===== config.mk =====
export PLATFORM = sky130hd
export DESIGN_NAME = ilpc_top
export DESIGN_NICKNAME = d
export VERILOG_FILES = /design/src/ilpc_pkg.sv /design/src/ilpc_level_pair.sv /design/src/ilpc_prio_pick.sv /design/src/ilpc_top.sv
export SDC_FILE = /design/constraint.sdc
export NUM_CORES = 1
export LEC_CHECK = 0
export ABC_AREA = 0
export ABC_CLOCK_PERIOD_IN_PS = 60400
export CAP_MARGIN = 20
export CORE_ASPECT_RATIO = 0.7
export CORE_MARGIN = 3
export CORE_UTILIZATION = 65
export CTS_CLUSTER_SIZE = 16
export DETAILED_ROUTE_END_ITERATION = 12
export DONT_BUFFER_PORTS = 1
export PLACE_DENSITY = 0.79
export SLEW_MARGIN = 40
export SYNTH_ARGS = -nofsm -noshare
export SYNTH_HDL_FRONTEND = slang
export SYNTH_SLANG_ARGS = --single-unit

===== constraint.sdc =====
create_clock -name sys_clk -period 60.4 [get_ports sys_clk]
set_input_delay 12.08 -clock sys_clk [delete_from_list [all_inputs] [get_ports sys_clk]]
set_output_delay 12.08 -clock sys_clk [all_outputs]
set_load 0.1 [all_outputs]

===== src/ilpc_pkg.sv =====
// Behaviour
// - Ten 16-bit level registers, software reachable
// - Level fields in bits 10:8 and 2:0
// - All level fields reset to zero
// - First three registers map port, timekeeping, supply sources
// - Next three map display, PWM, timer sources
// - Registers map serial sources and converters
// - PWM1 register holds only low field
// - Highest programmed level pending request wins
// - Equal levels: smallest vector number wins
// - Losing requests stay pending, presented later
// - Higher newcomer displaces unaccepted request
// - Requests are level sensitive, re-raise
// - Cleared flag drops pending request
// - Core interface: strobe, level, vector
package ilpc_pkg;
  localparam int NUM_SRC = 20;
  localparam int NUM_REG = 10;
  localparam int LVL_W   = 3;
  localparam int VEC_W   = 5;
  localparam int ADDR_W  = 18;
  localparam int DATA_W  = 32;
  localparam int REG_W   = 16;
  localparam int LO_LSB  = 0;
  localparam int HI_LSB  = 8;
  // Register indices; byte address is four times the index
  localparam logic [15:0] REG_IDX [NUM_REG] = '{
    16'h4306, 16'h4308, 16'h430a, 16'h430c, 16'h430e,
    16'h4310, 16'h4312, 16'h4314, 16'h4316, 16'h4318};
  // Registers that hold a high field
  localparam logic [NUM_REG-1:0] REG_HAS_HIGH = 10'h2ff;
  localparam logic [LVL_W-1:0] LVL_RST = 3'h0;
  // Base of the source vector table, value is arbitrary
  localparam logic [VEC_W-1:0] VEC_BASE = 5'h04;
  localparam logic [1:0] RESP_OKAY   = 2'h0;
  localparam logic [1:0] RESP_SLVERR = 2'h2;
  typedef enum logic [1:0] {OUT_IDLE, OUT_DRIVE, OUT_GAP} ilpc_out_e;
endpackage


===== src/ilpc_level_pair.sv =====
`timescale 1ns/1ps
`default_nettype none
module ilpc_level_pair
  import ilpc_pkg::*;
#(
  parameter bit HAS_HIGH = 1'b1
) (
  input  wire logic             sys_clk,  // System clock
  input  wire logic             srst,     // Synchronous reset
  input  wire logic             wrEn,     // Write this register
  input  wire logic [1:0]       wrStrb,   // Byte lanes
  input  wire logic [REG_W-1:0] wrData,   // Write word
  output logic      [LVL_W-1:0] loLevel,  // Low source level
  output logic      [LVL_W-1:0] hiLevel,  // High source level
  output logic      [REG_W-1:0] readWord  // Read view
);
  logic [LVL_W-1:0] lo_r;
  logic [LVL_W-1:0] lo_nxt;
  logic [LVL_W-1:0] hi_r;
  logic [LVL_W-1:0] hi_nxt;

  // Field updates by byte lane
  always_comb begin
    lo_nxt = lo_r;
    hi_nxt = hi_r;
    if (wrEn && wrStrb[0]) begin
      lo_nxt = wrData[LO_LSB +: LVL_W];
    end
    if (HAS_HIGH && wrEn && wrStrb[1]) begin
      hi_nxt = wrData[HI_LSB +: LVL_W];
    end
  end

  // Level storage
  always_ff @(posedge sys_clk) begin
    if (srst) begin
      lo_r <= LVL_RST;
      hi_r <= LVL_RST;
    end else begin
      lo_r <= lo_nxt;
      hi_r <= hi_nxt;
    end
  end

  // Reserved bits read as zero
  assign loLevel  = lo_r;
  assign hiLevel  = hi_r;
  assign readWord = {5'h00, hi_r, 5'h00, lo_r};
endmodule
`default_nettype wire


===== src/ilpc_prio_pick.sv =====
`timescale 1ns/1ps
`default_nettype none
module ilpc_prio_pick
  import ilpc_pkg::*;
(
  input  wire logic [NUM_SRC-1:0]       req,       // Pending flags
  input  wire logic [NUM_SRC*LVL_W-1:0] levels,    // Levels, packed
  output logic                          pickValid, // A request wins
  output logic      [LVL_W-1:0]         pickLvl,   // Winning level
  output logic      [VEC_W-1:0]         pickVec    // Winning vector
);
  // Scan all sources, keep best level then smallest vector
  always_comb begin
    logic [LVL_W-1:0] lvl;
    logic [VEC_W-1:0] vec;
    pickValid = 1'b0;
    pickLvl   = LVL_RST;
    pickVec   = VEC_BASE;
    lvl       = LVL_RST;
    vec       = VEC_BASE;
    for (int i = 0; i < NUM_SRC; i++) begin
      lvl = levels[i*LVL_W +: LVL_W];
      vec = VEC_BASE + VEC_W'(i);
      if (req[i] && lvl != LVL_RST) begin
        if (!pickValid || lvl > pickLvl) begin
          pickValid = 1'b1;
          pickLvl   = lvl;
          pickVec   = vec;
        end else if (lvl == pickLvl && vec < pickVec) begin
          pickVec = vec;
        end
      end
    end
  end
endmodule
`default_nettype wire


===== src/ilpc_top.sv =====
// Local design decision: the AXI4-Lite slave port.
`timescale 1ns/1ps
`default_nettype none
module ilpc_top
  import ilpc_pkg::*;
(
  input  wire logic               sys_clk,       // System clock
  input  wire logic               srst,          // Sync reset
  input  wire logic [ADDR_W-1:0]  s_axi_awaddr,  // Write address
  input  wire logic               s_axi_awvalid, // Write addr valid
  output logic                    s_axi_awready, // Write addr ready
  input  wire logic [DATA_W-1:0]  s_axi_wdata,   // Write data
  input  wire logic [3:0]         s_axi_wstrb,   // Write strobes
  input  wire logic               s_axi_wvalid,  // Write data valid
  output logic                    s_axi_wready,  // Write data ready
  output logic [1:0]              s_axi_bresp,   // Write response
  output logic                    s_axi_bvalid,  // Response valid
  input  wire logic               s_axi_bready,  // Response ready
  input  wire logic [ADDR_W-1:0]  s_axi_araddr,  // Read address
  input  wire logic               s_axi_arvalid, // Read addr valid
  output logic                    s_axi_arready, // Read addr ready
  output logic [DATA_W-1:0]       s_axi_rdata,   // Read data
  output logic [1:0]              s_axi_rresp,   // Read response
  output logic                    s_axi_rvalid,  // Read data valid
  input  wire logic               s_axi_rready,  // Read data ready
  input  wire logic [NUM_SRC-1:0] srcReq,        // Source flags
  input  wire logic               coreAccept,    // Core takes request
  output logic                    irqReq,        // Request strobe
  output logic [LVL_W-1:0]        irqLevel,      // Request level
  output logic [VEC_W-1:0]        irqVector      // Request vector
);
  // Write channel state
  logic              awHeld_r;
  logic              awHeld_nxt;
  logic              wHeld_r;
  logic              wHeld_nxt;
  logic [15:0]       awIdx_r;
  logic [15:0]       awIdx_nxt;
  logic [REG_W-1:0]  wData_r;
  logic [REG_W-1:0]  wData_nxt;
  logic [1:0]        wStrb_r;
  logic [1:0]        wStrb_nxt;
  logic              bValid_r;
  logic              bValid_nxt;
  logic [1:0]        bResp_r;
  logic [1:0]        bResp_nxt;
  logic              awReady_r;
  logic              awReady_nxt;
  logic              wReady_r;
  logic              wReady_nxt;

  // Read channel state
  logic              arReady_r;
  logic              arReady_nxt;
  logic              rValid_r;
  logic              rValid_nxt;
  logic [DATA_W-1:0] rData_r;
  logic [DATA_W-1:0] rData_nxt;
  logic [1:0]        rResp_r;
  logic [1:0]        rResp_nxt;

  // Core request state
  ilpc_out_e         outState_r;
  ilpc_out_e         outState_nxt;
  logic              req_r;
  logic              req_nxt;
  logic [LVL_W-1:0]  lvl_r;
  logic [LVL_W-1:0]  lvl_nxt;
  logic [VEC_W-1:0]  vec_r;
  logic [VEC_W-1:0]  vec_nxt;

  // Register file wiring
  logic                     commit;
  logic [NUM_REG-1:0]       wrHit;
  logic                     wrMapped;
  logic [NUM_REG-1:0]       rdHit;
  logic                     rdMapped;
  logic [REG_W-1:0]         rdWord;
  logic [REG_W-1:0]         regWord [NUM_REG];
  logic [NUM_SRC*LVL_W-1:0] allLevels;
  logic                     pickValid;
  logic [LVL_W-1:0]         pickLvl;
  logic [VEC_W-1:0]         pickVec;

  // A write is done once address and data are both held and no write response is pending
  assign commit = awHeld_r && wHeld_r && !bValid_r;

  // Address decode, index compared with word address
  always_comb begin
    wrHit    = '0;
    rdHit    = '0;
    rdWord   = '0;
    for (int r = 0; r < NUM_REG; r++) begin
      wrHit[r] = (awIdx_r == REG_IDX[r]);
      rdHit[r] = (s_axi_araddr[ADDR_W-1:2] == REG_IDX[r]);
      if (rdHit[r]) begin
        rdWord = regWord[r];
      end
    end
    wrMapped = |wrHit;
    rdMapped = |rdHit;
  end

  // One register per pair of sources
  generate
    for (genvar g = 0; g < NUM_REG; g++) begin : gLvl
      ilpc_level_pair #(
        .HAS_HIGH (REG_HAS_HIGH[g])
      ) uPair (
        .sys_clk  (sys_clk),
        .srst     (srst),
        .wrEn     (commit && wrHit[g]),
        .wrStrb   (wStrb_r),
        .wrData   (wData_r),
        .loLevel  (allLevels[(2*g)*LVL_W +: LVL_W]),
        .hiLevel  (allLevels[(2*g+1)*LVL_W +: LVL_W]),
        .readWord (regWord[g])
      );
    end
  endgenerate

  // Arbiter over live flags; cleared flags vanish at once
  ilpc_prio_pick uPick (
    .req       (srcReq),
    .levels    (allLevels),
    .pickValid (pickValid),
    .pickLvl   (pickLvl),
    .pickVec   (pickVec)
  );

  // Write address and data capture, response after both
  always_comb begin
    awHeld_nxt = awHeld_r;
    wHeld_nxt  = wHeld_r;
    awIdx_nxt  = awIdx_r;
    wData_nxt  = wData_r;
    wStrb_nxt  = wStrb_r;
    bValid_nxt = bValid_r;
    bResp_nxt  = bResp_r;
    if (s_axi_awvalid && awReady_r) begin
      awHeld_nxt = 1'b1;
      awIdx_nxt  = s_axi_awaddr[ADDR_W-1:2];
    end
    if (s_axi_wvalid && wReady_r) begin
      wHeld_nxt = 1'b1;
      wData_nxt = s_axi_wdata[REG_W-1:0];
      wStrb_nxt = s_axi_wstrb[1:0];
    end
    if (commit) begin
      awHeld_nxt = 1'b0;
      wHeld_nxt  = 1'b0;
      bValid_nxt = 1'b1;
      bResp_nxt  = wrMapped ? RESP_OKAY : RESP_SLVERR;
    end
    if (bValid_r && s_axi_bready) begin
      bValid_nxt = 1'b0;
    end
    awReady_nxt = !awHeld_nxt;
    wReady_nxt  = !wHeld_nxt;
  end

  // Write channel registers
  always_ff @(posedge sys_clk) begin
    if (srst) begin
      awHeld_r  <= 1'b0;
      wHeld_r   <= 1'b0;
      awIdx_r   <= '0;
      wData_r   <= '0;
      wStrb_r   <= '0;
      bValid_r  <= 1'b0;
      bResp_r   <= RESP_OKAY;
      awReady_r <= 1'b0;
      wReady_r  <= 1'b0;
    end else begin
      awHeld_r  <= awHeld_nxt;
      wHeld_r   <= wHeld_nxt;
      awIdx_r   <= awIdx_nxt;
      wData_r   <= wData_nxt;
      wStrb_r   <= wStrb_nxt;
      bValid_r  <= bValid_nxt;
      bResp_r   <= bResp_nxt;
      awReady_r <= awReady_nxt;
      wReady_r  <= wReady_nxt;
    end
  end

  // Read answers one cycle after the address is taken
  always_comb begin
    arReady_nxt = arReady_r || !rValid_r;  // Ready again once idle
    rValid_nxt  = rValid_r;
    rData_nxt   = rData_r;
    rResp_nxt   = rResp_r;
    if (s_axi_arvalid && arReady_r) begin
      arReady_nxt = 1'b0;
      rValid_nxt  = 1'b1;
      rData_nxt   = {16'h0000, rdWord};
      rResp_nxt   = rdMapped ? RESP_OKAY : RESP_SLVERR;
    end
    if (rValid_r && s_axi_rready) begin
      rValid_nxt  = 1'b0;
      arReady_nxt = 1'b1;
    end
  end

  // Read channel registers
  always_ff @(posedge sys_clk) begin
    if (srst) begin
      arReady_r <= 1'b0;
      rValid_r  <= 1'b0;
      rData_r   <= '0;
      rResp_r   <= RESP_OKAY;
    end else begin
      arReady_r <= arReady_nxt;
      rValid_r  <= rValid_nxt;
      rData_r   <= rData_nxt;
      rResp_r   <= rResp_nxt;
    end
  end

  // Request presentation to the core
  always_comb begin
    outState_nxt = outState_r;
    req_nxt      = req_r;
    lvl_nxt      = lvl_r;
    vec_nxt      = vec_r;
    unique case (outState_r)
      OUT_IDLE: begin
        if (pickValid) begin
          outState_nxt = OUT_DRIVE;
          req_nxt      = 1'b1;
          lvl_nxt      = pickLvl;
          vec_nxt      = pickVec;
        end
      end
      OUT_DRIVE: begin
        if (coreAccept) begin
          outState_nxt = OUT_GAP;
          req_nxt      = 1'b0;
        end else if (!pickValid) begin
          outState_nxt = OUT_IDLE;
          req_nxt      = 1'b0;
        end else begin
          lvl_nxt = pickLvl;
          vec_nxt = pickVec;
        end
      end
      OUT_GAP: begin
        outState_nxt = OUT_IDLE;
        req_nxt      = 1'b0;
      end
    endcase
  end

  // Core request registers
  always_ff @(posedge sys_clk) begin
    if (srst) begin
      outState_r <= OUT_IDLE;
      req_r      <= 1'b0;
      lvl_r      <= LVL_RST;
      vec_r      <= VEC_BASE;
    end else begin
      outState_r <= outState_nxt;
      req_r      <= req_nxt;
      lvl_r      <= lvl_nxt;
      vec_r      <= vec_nxt;
    end
  end

  // Outputs straight from flops
  assign s_axi_awready = awReady_r;
  assign s_axi_wready  = wReady_r;
  assign s_axi_bvalid  = bValid_r;
  assign s_axi_bresp   = bResp_r;
  assign s_axi_arready = arReady_r;
  assign s_axi_rvalid  = rValid_r;
  assign s_axi_rdata   = rData_r;
  assign s_axi_rresp   = rResp_r;
  assign irqReq        = req_r;
  assign irqLevel      = lvl_r;
  assign irqVector     = vec_r;

  // Checker helpers: a better pending source than the next output
  logic higherPend;
  logic tieLower;
  always_comb begin
    higherPend = 1'b0;
    tieLower   = 1'b0;
    for (int i = 0; i < NUM_SRC; i++) begin
      if (srcReq[i] && allLevels[i*LVL_W +: LVL_W] > lvl_nxt) begin
        higherPend = 1'b1;
      end
      if (srcReq[i] && allLevels[i*LVL_W +: LVL_W] == lvl_nxt
          && VEC_BASE + VEC_W'(i) < vec_nxt) begin
        tieLower = 1'b1;
      end
    end
  end
endmodule
`default_nettype wire


==> flow_summary.ini, run 1 <==
[run_status]
status = finished clean

[place]
pre_cts_slack_ns = 19.78
io_buffers = 0
dp_hpwl_um = 17100
gp_congestion = 1.03

[power]
ir_drop_mv = 0.0245
power_mw = 0.153
p_int_mw = 0.105
clkPwrFrac = 0.387
p_leak_nw = 3.21
combPwrFrac = 0.097
powerDensity_nw_per_um2 = 19.3
switchingPower_mw = 0.0480
pwr-share-seq = 0.516
p_sw_frac = 0.314

[sta]
setup_tns_ns = 0
worst_hold_slack_ns = 0.458
clock.fmax_ghz = 0.0243
tightest_slew_ns = 0.774
finalSetupViolations = 0
clock_skew_ns = 0.00810
fin_crit_sh = 0.682
drv_slew = 0
setup_slack_ns = 19.21
hold_viol = 0
rsz0062_at_grt = false
period_minus_slack_ns = 41.19
worst_slew_margin_rel = 0.480

[floorplan]
num_rows = 32
start_util = 0.677
dieHeight_um = 96.4
ios = 150
die_w_um = 135
coreArea_um2 = 11200
dieArea_um2 = 13000

[synthesis]
synth_top_family_by_area = compound AO/OA/AOI/OAI gates
ys.flop_type = dfxtp_1
synth_compound_area_frac = 0.286
avgSynthCellArea_um2 = 7.89
muxShareOfSynthArea = 0.0773
synth_edf_count = 0
yosys_warnings = 0
ys_seq_elements = 106
synth-simple-area-share = 0.195
synth_cell_types = 71
ys_seq_area_frac = 0.279
synth-async-reset-ratio = 0
syn_inst = 962
synth-xor-area-share = 0
synth_area_um2 = 7590
synthAdderAreaFrac = 0.0923

[clock_network]
postCtsHoldBufs = 0
clkLatencyLatePin_ns = 0.35
post_cts_buffers = 0
htreeDepth = 3
cts_tree = done
ctsRootBufferMaster = clkbuf_16
clk_pin_slew_ns = 0.08
cts_made_buffers = 9
cts_sinks = 106
clk_path_buf_depth = 2
cts-resized-gates = 0

[drt]
drt_iter0_drc = 907
vias = 7487
drc = 0
viasPerCell = 6.82
dr.pass1.iters = 6
ant_nets = 0
routed_wl_um = 22100
wire_per_inst_um = 20.2

[worst_setup_path]
crit_type = in2reg
r2r_cells = 117
critPathMaxStageDelay_ns = 0.74
end_kind = flop
crit_buf_inv = 1
path_common_cell = ha_1
cp.depth = 117
worstPathRequired_ns = 60.68
cp_data_arrival_time_ns = 41.47
cp-start-kind = input port
crit_family = compound AO/OA/AOI/OAI gates
worstPathMaxFanout = 12
slowest_stage = or4_1

[final_layout]
final_common_cell = nand2_1
final_cell_mix = nand2_1, nor2_1, dfxtp_1, a21oi_1, ha_1
syn2layout_area_growth_pct = 4.27
antenna_cells = 0
drive_gt1_frac = 0.0837
nets = 1095

[grt]
grt_overflow = 0
grt_antenna_before_repair = 0
grt_max_degree = 95
grt_usage = 0.333
grt_pass1_wl_um = 34400
grt_pass1_vias = 6672

[flow_run]
maxCapViolCount = 0

[worst_hold_path]
hp-class = reg2reg
min_path_cells = 2
[cells by family (layout without fill, tap and decap cells)]
family | count (synthesis) | count (layout)
DFF | 106 | 106
other | 1 | 28
AOI/OAI and AO/OA | 305 | 305
and+or+nand+nor | 324 | 324
muxes | 57 | 57
buffers and inverters | 113 | 68
adders and majority gates | 56 | 56
[power by group through the flow]
stage | registers, mW | clock network, mW | logic (mW)
after floorplan | 0.0796 | 0 | 0.0158
after global placement | 0.0801 | 0 | 0.0142
after detailed placement | 0.0804 | 0 | 0.0147
after CTS | 0.0787 | 0.0596 | 0.0147
after global routing | 0.0790 | 0.0623 | 0.0160
final | 0.0788 | 0.0592 | 0.0148
[routing by layer]
layer / wire (um) / vias up / global-route usage
met5: 0 / - / 0
met4: 372 / 0 / 0.0839
met1: 9890 / 3488 / 0.482
li1: - / 3477 / -
met3: 2680 / 34 / 0.100
met2: 9210 / 488 / 0.484
[cell type report]
class / instances / area [um2]
fill: 901 / 3290
inverter: 49 / 184
sequential: 106 / 2150
clock buffer: 10 / 239
tap: 153 / 191
clock inverter: 6 / 62.6
timing repair buffer: 3 / 22.5
multi-input combinational: 770 / 5070
[flip-flops by register name, summed over array words and instances (netlist names)]
register / count
awIdx_r: 16
gLvl.uPair.loLevel: 30
awHeld_r: 1
wHeld_r: 1
s_axi_arready: 1
s_axi_awready: 1
outState_r: 2
s_axi_bvalid: 1
irqLevel: 3
gLvl.uPair.hiLevel: 27
s_axi_wready: 1
s_axi_bresp: 1
s_axi_rresp: 1
wStrb_r: 2
irqVector: 5
s_axi_rvalid: 1
wData_r: 6
s_axi_rdata: 6
[tightest hold or removal path: stages (launching register included)]
cell and delay (ns):
dfxtp_1 0.31, nand2_1 0.05, a21oi_1 0.05
[per-stage QoR]
stage	utilization	cells	area [um2]
after floorplan	-	989	7700
after global placement	0.674	1081	7560
after detailed placement	0.677	1081	7590
after CTS	0.704	1097	7890
after global routing	0.706	1097	7920
final	0.706	1097	7920
[synth_stat cells, drive strengths merged, types with 4 or more instances]
master / instances / share of area
a211oi: 10 / 0.011
a21o: 7 / 0.0069
a21oi: 64 / 0.042
a221oi: 6 / 0.0069
a222oi: 9 / 0.012
a22o: 7 / 0.0081
a22oi: 7 / 0.0069
a2bb2oi: 5 / 0.0058
a31oi: 12 / 0.0099
a32oi: 9 / 0.010
and2: 7 / 0.0058
and3: 8 / 0.0066
buf: 33 / 0.031
clkbuf: 31 / 0.015
dfxtp: 106 / 0.28
ha: 56 / 0.092
inv: 49 / 0.024
mux2: 13 / 0.019
mux2i: 44 / 0.058
nand2: 117 / 0.058
nand2b: 9 / 0.0074
nand3: 27 / 0.018
nand4: 4 / 0.0033
nor2: 97 / 0.048
nor2b: 15 / 0.012
nor3: 13 / 0.0086
nor4: 8 / 0.0082
o211ai: 5 / 0.0049
o21a: 21 / 0.021
o21ai: 59 / 0.040
o221a: 4 / 0.0059
o22ai: 5 / 0.0041
o311ai: 6 / 0.0069
o31a: 13 / 0.015
o31ai: 19 / 0.019
o32ai: 4 / 0.0046
or2: 4 / 0.0033
or3: 4 / 0.0033
[final timing paths]
path	start	end	slack [ns]
worst max-delay path	srcReq[0]	irqVector[3]	19.21
worst min-delay path	awIdx_r[12]	awIdx_r[12]	0.46
worst max register to register	gLvl[0].uPair.loLevel[1]	irqVector[3]	30.43
worst min register to register	awIdx_r[12]	awIdx_r[12]	0.46
Note: power is estimated with default switching activity, not from simulation.
==> run 2: changes to the inputs <==
- ABC_CLOCK_PERIOD_IN_PS: 60400 -> 38500
- clock period: 60.4 -> 38.5 ns (I/O delays scaled with it)
==> flow_summary.ini, run 2 (synthesis results as in run 1) <==
[floorplan]
num_rows = 32
die_w_um = 135
start_util = 0.677
coreArea_um2 = 11200
dieArea_um2 = 13000
ios = 150
dieHeight_um = 96.4

[grt]
grt_overflow = 0
grt_pass1_wl_um = 34800
grt_antenna_before_repair = 0
grt_pass1_vias = 6895
grt_max_degree = 95
grt_usage = 0.337

[clock_network]
cts_made_buffers = 9
htreeDepth = 3
clkLatencyLatePin_ns = 0.36
ctsRootBufferMaster = clkbuf_16
cts_tree = done
postCtsHoldBufs = 0
clk_path_buf_depth = 2
cts_sinks = 106
clk_pin_slew_ns = 0.08

[drt]
vias = 7505
ant_nets = 0
drc = 0
routed_wl_um = 22500
viasPerCell = 6.84
drt_iter0_drc = 841
dr.pass1.iters = 6
wire_per_inst_um = 20.5

[sta]
worst_slew_margin_rel = 0.490
fin_crit_sh = 0.955
setup_slack_ns = 1.74
rsz0062_at_grt = false
period_minus_slack_ns = 36.76
hold_viol = 0
tightest_slew_ns = 0.759
setup_tns_ns = 0
finalSetupViolations = 0
clock_skew_ns = 0.00938
worst_hold_slack_ns = 0.447
drv_slew = 0
clock.fmax_ghz = 0.0272

[place]
io_buffers = 0
dp_hpwl_um = 17600
gp_congestion = 1.03
pre_cts_slack_ns = 1.69

[final_layout]
final_cell_mix = nand2_1, nor2_1, dfxtp_1, a21oi_1, ha_1
drive_gt1_frac = 0.0826
final_common_cell = nand2_1
antenna_cells = 0
syn2layout_area_growth_pct = 4.18
largest_reg_flops = 30
nets = 1095

[worst_setup_path]
startpoint = srcReq[0]
cp-start-kind = input port
crit_path_end = irqLevel[0]
worstPathMaxFanout = 12
r2r_cells = 119
crit_type = in2reg
cp_data_arrival_time_ns = 37.02
end_kind = flop
slowest_stage = o21bai_1
rr_endpoint = irqLevel[0]
r2r-start = gLvl[0].uPair.loLevel[1]
worstPathRequired_ns = 38.75
path_common_cell = ha_1
r2r_setup_slack_ns = 8.56
critPathMaxStageDelay_ns = 0.58

[power]
combPwrFrac = 0.097
p_sw_frac = 0.314
p_leak_nw = 3.22
clkPwrFrac = 0.387
p_int_mw = 0.164
powerDensity_nw_per_um2 = 30.3
pwr-share-seq = 0.516
switchingPower_mw = 0.0753
ir_drop_mv = 0.0306

[worst_hold_path]
hp-start = awIdx_r[13]
hp-class = reg2reg
min_path_cells = 2

[flow_run]
maxCapViolCount = 0

[run_status]
status = finished clean
## run 2: repair_timing
| action | in CTS | in global routing |
|---|---|---|
| gates resized for setup | 0 | 1 |
| hold endpoints to repair | 0 | 0 |
| endpoints found under the setup margin | 0 | 4 |
| setup buffers | 0 | 0 |
## run 2: area by class of cell
class / count / area (um2)
multi-input cells: 770 / 5060
clock buffers: 10 / 239
inverters: 49 / 184
clock inverters: 6 / 65.1
fillers: 913 / 3300
repair buffers: 3 / 22.5
flip-flops and latches: 106 / 2150
well taps: 153 / 191
## run 2: power groups by stage
stage | Sequential, mW | Clock (mW) | Combinational (mW)
2_1_floorplan | 0.125 | 0 | 0.0248
3_3_place_gp | 0.126 | 0 | 0.0223
3_5_place_dp | 0.126 | 0 | 0.0229
4_1_cts | 0.124 | 0.0932 | 0.0230
5_1_grt | 0.124 | 0.0977 | 0.0251
6_report | 0.124 | 0.0929 | 0.0232
## run 2: how the worst min path moves through the flow
stage                  endpoint  slack (ns)
floorplan           awIdx_r[10]        0.43
global placement    awIdx_r[10]        0.43
detailed placement  awIdx_r[13]        0.44
CTS                 awIdx_r[13]        0.45
global route        awIdx_r[13]        0.48
finish              awIdx_r[13]        0.45
## run 2: stage by stage
stage	util	std cells	instance area [um2]	power, mW
2_1_floorplan	-	989	7700	0.150
3_3_place_gp	0.674	1081	7560	0.148
3_5_place_dp	0.677	1081	7590	0.149
4_1_cts	0.704	1097	7900	0.240
5_1_grt	0.706	1097	7910	0.247
6_report	0.706	1097	7910	0.240
## run 2: routing by layer
metal | GRT usage | vias to the layer above | part of all wire
met4 | 0.0914 | 0 | 0.021
met1 | 0.473 | 3540 | 0.44
li1 | - | 3480 | -
met3 | 0.0989 | 50 | 0.12
met5 | 0 | - | 0
met2 | 0.507 | 435 | 0.42
## run 2: critical path, delay by kind of cell
kind,cells,cell delay (ns)
AOI/OAI and AO/OA,74,18.34
adders and majority gates,18,5.33
buffers and inverters,2,0.48
muxes,3,1.10
and+or+nand+nor,22,4.01
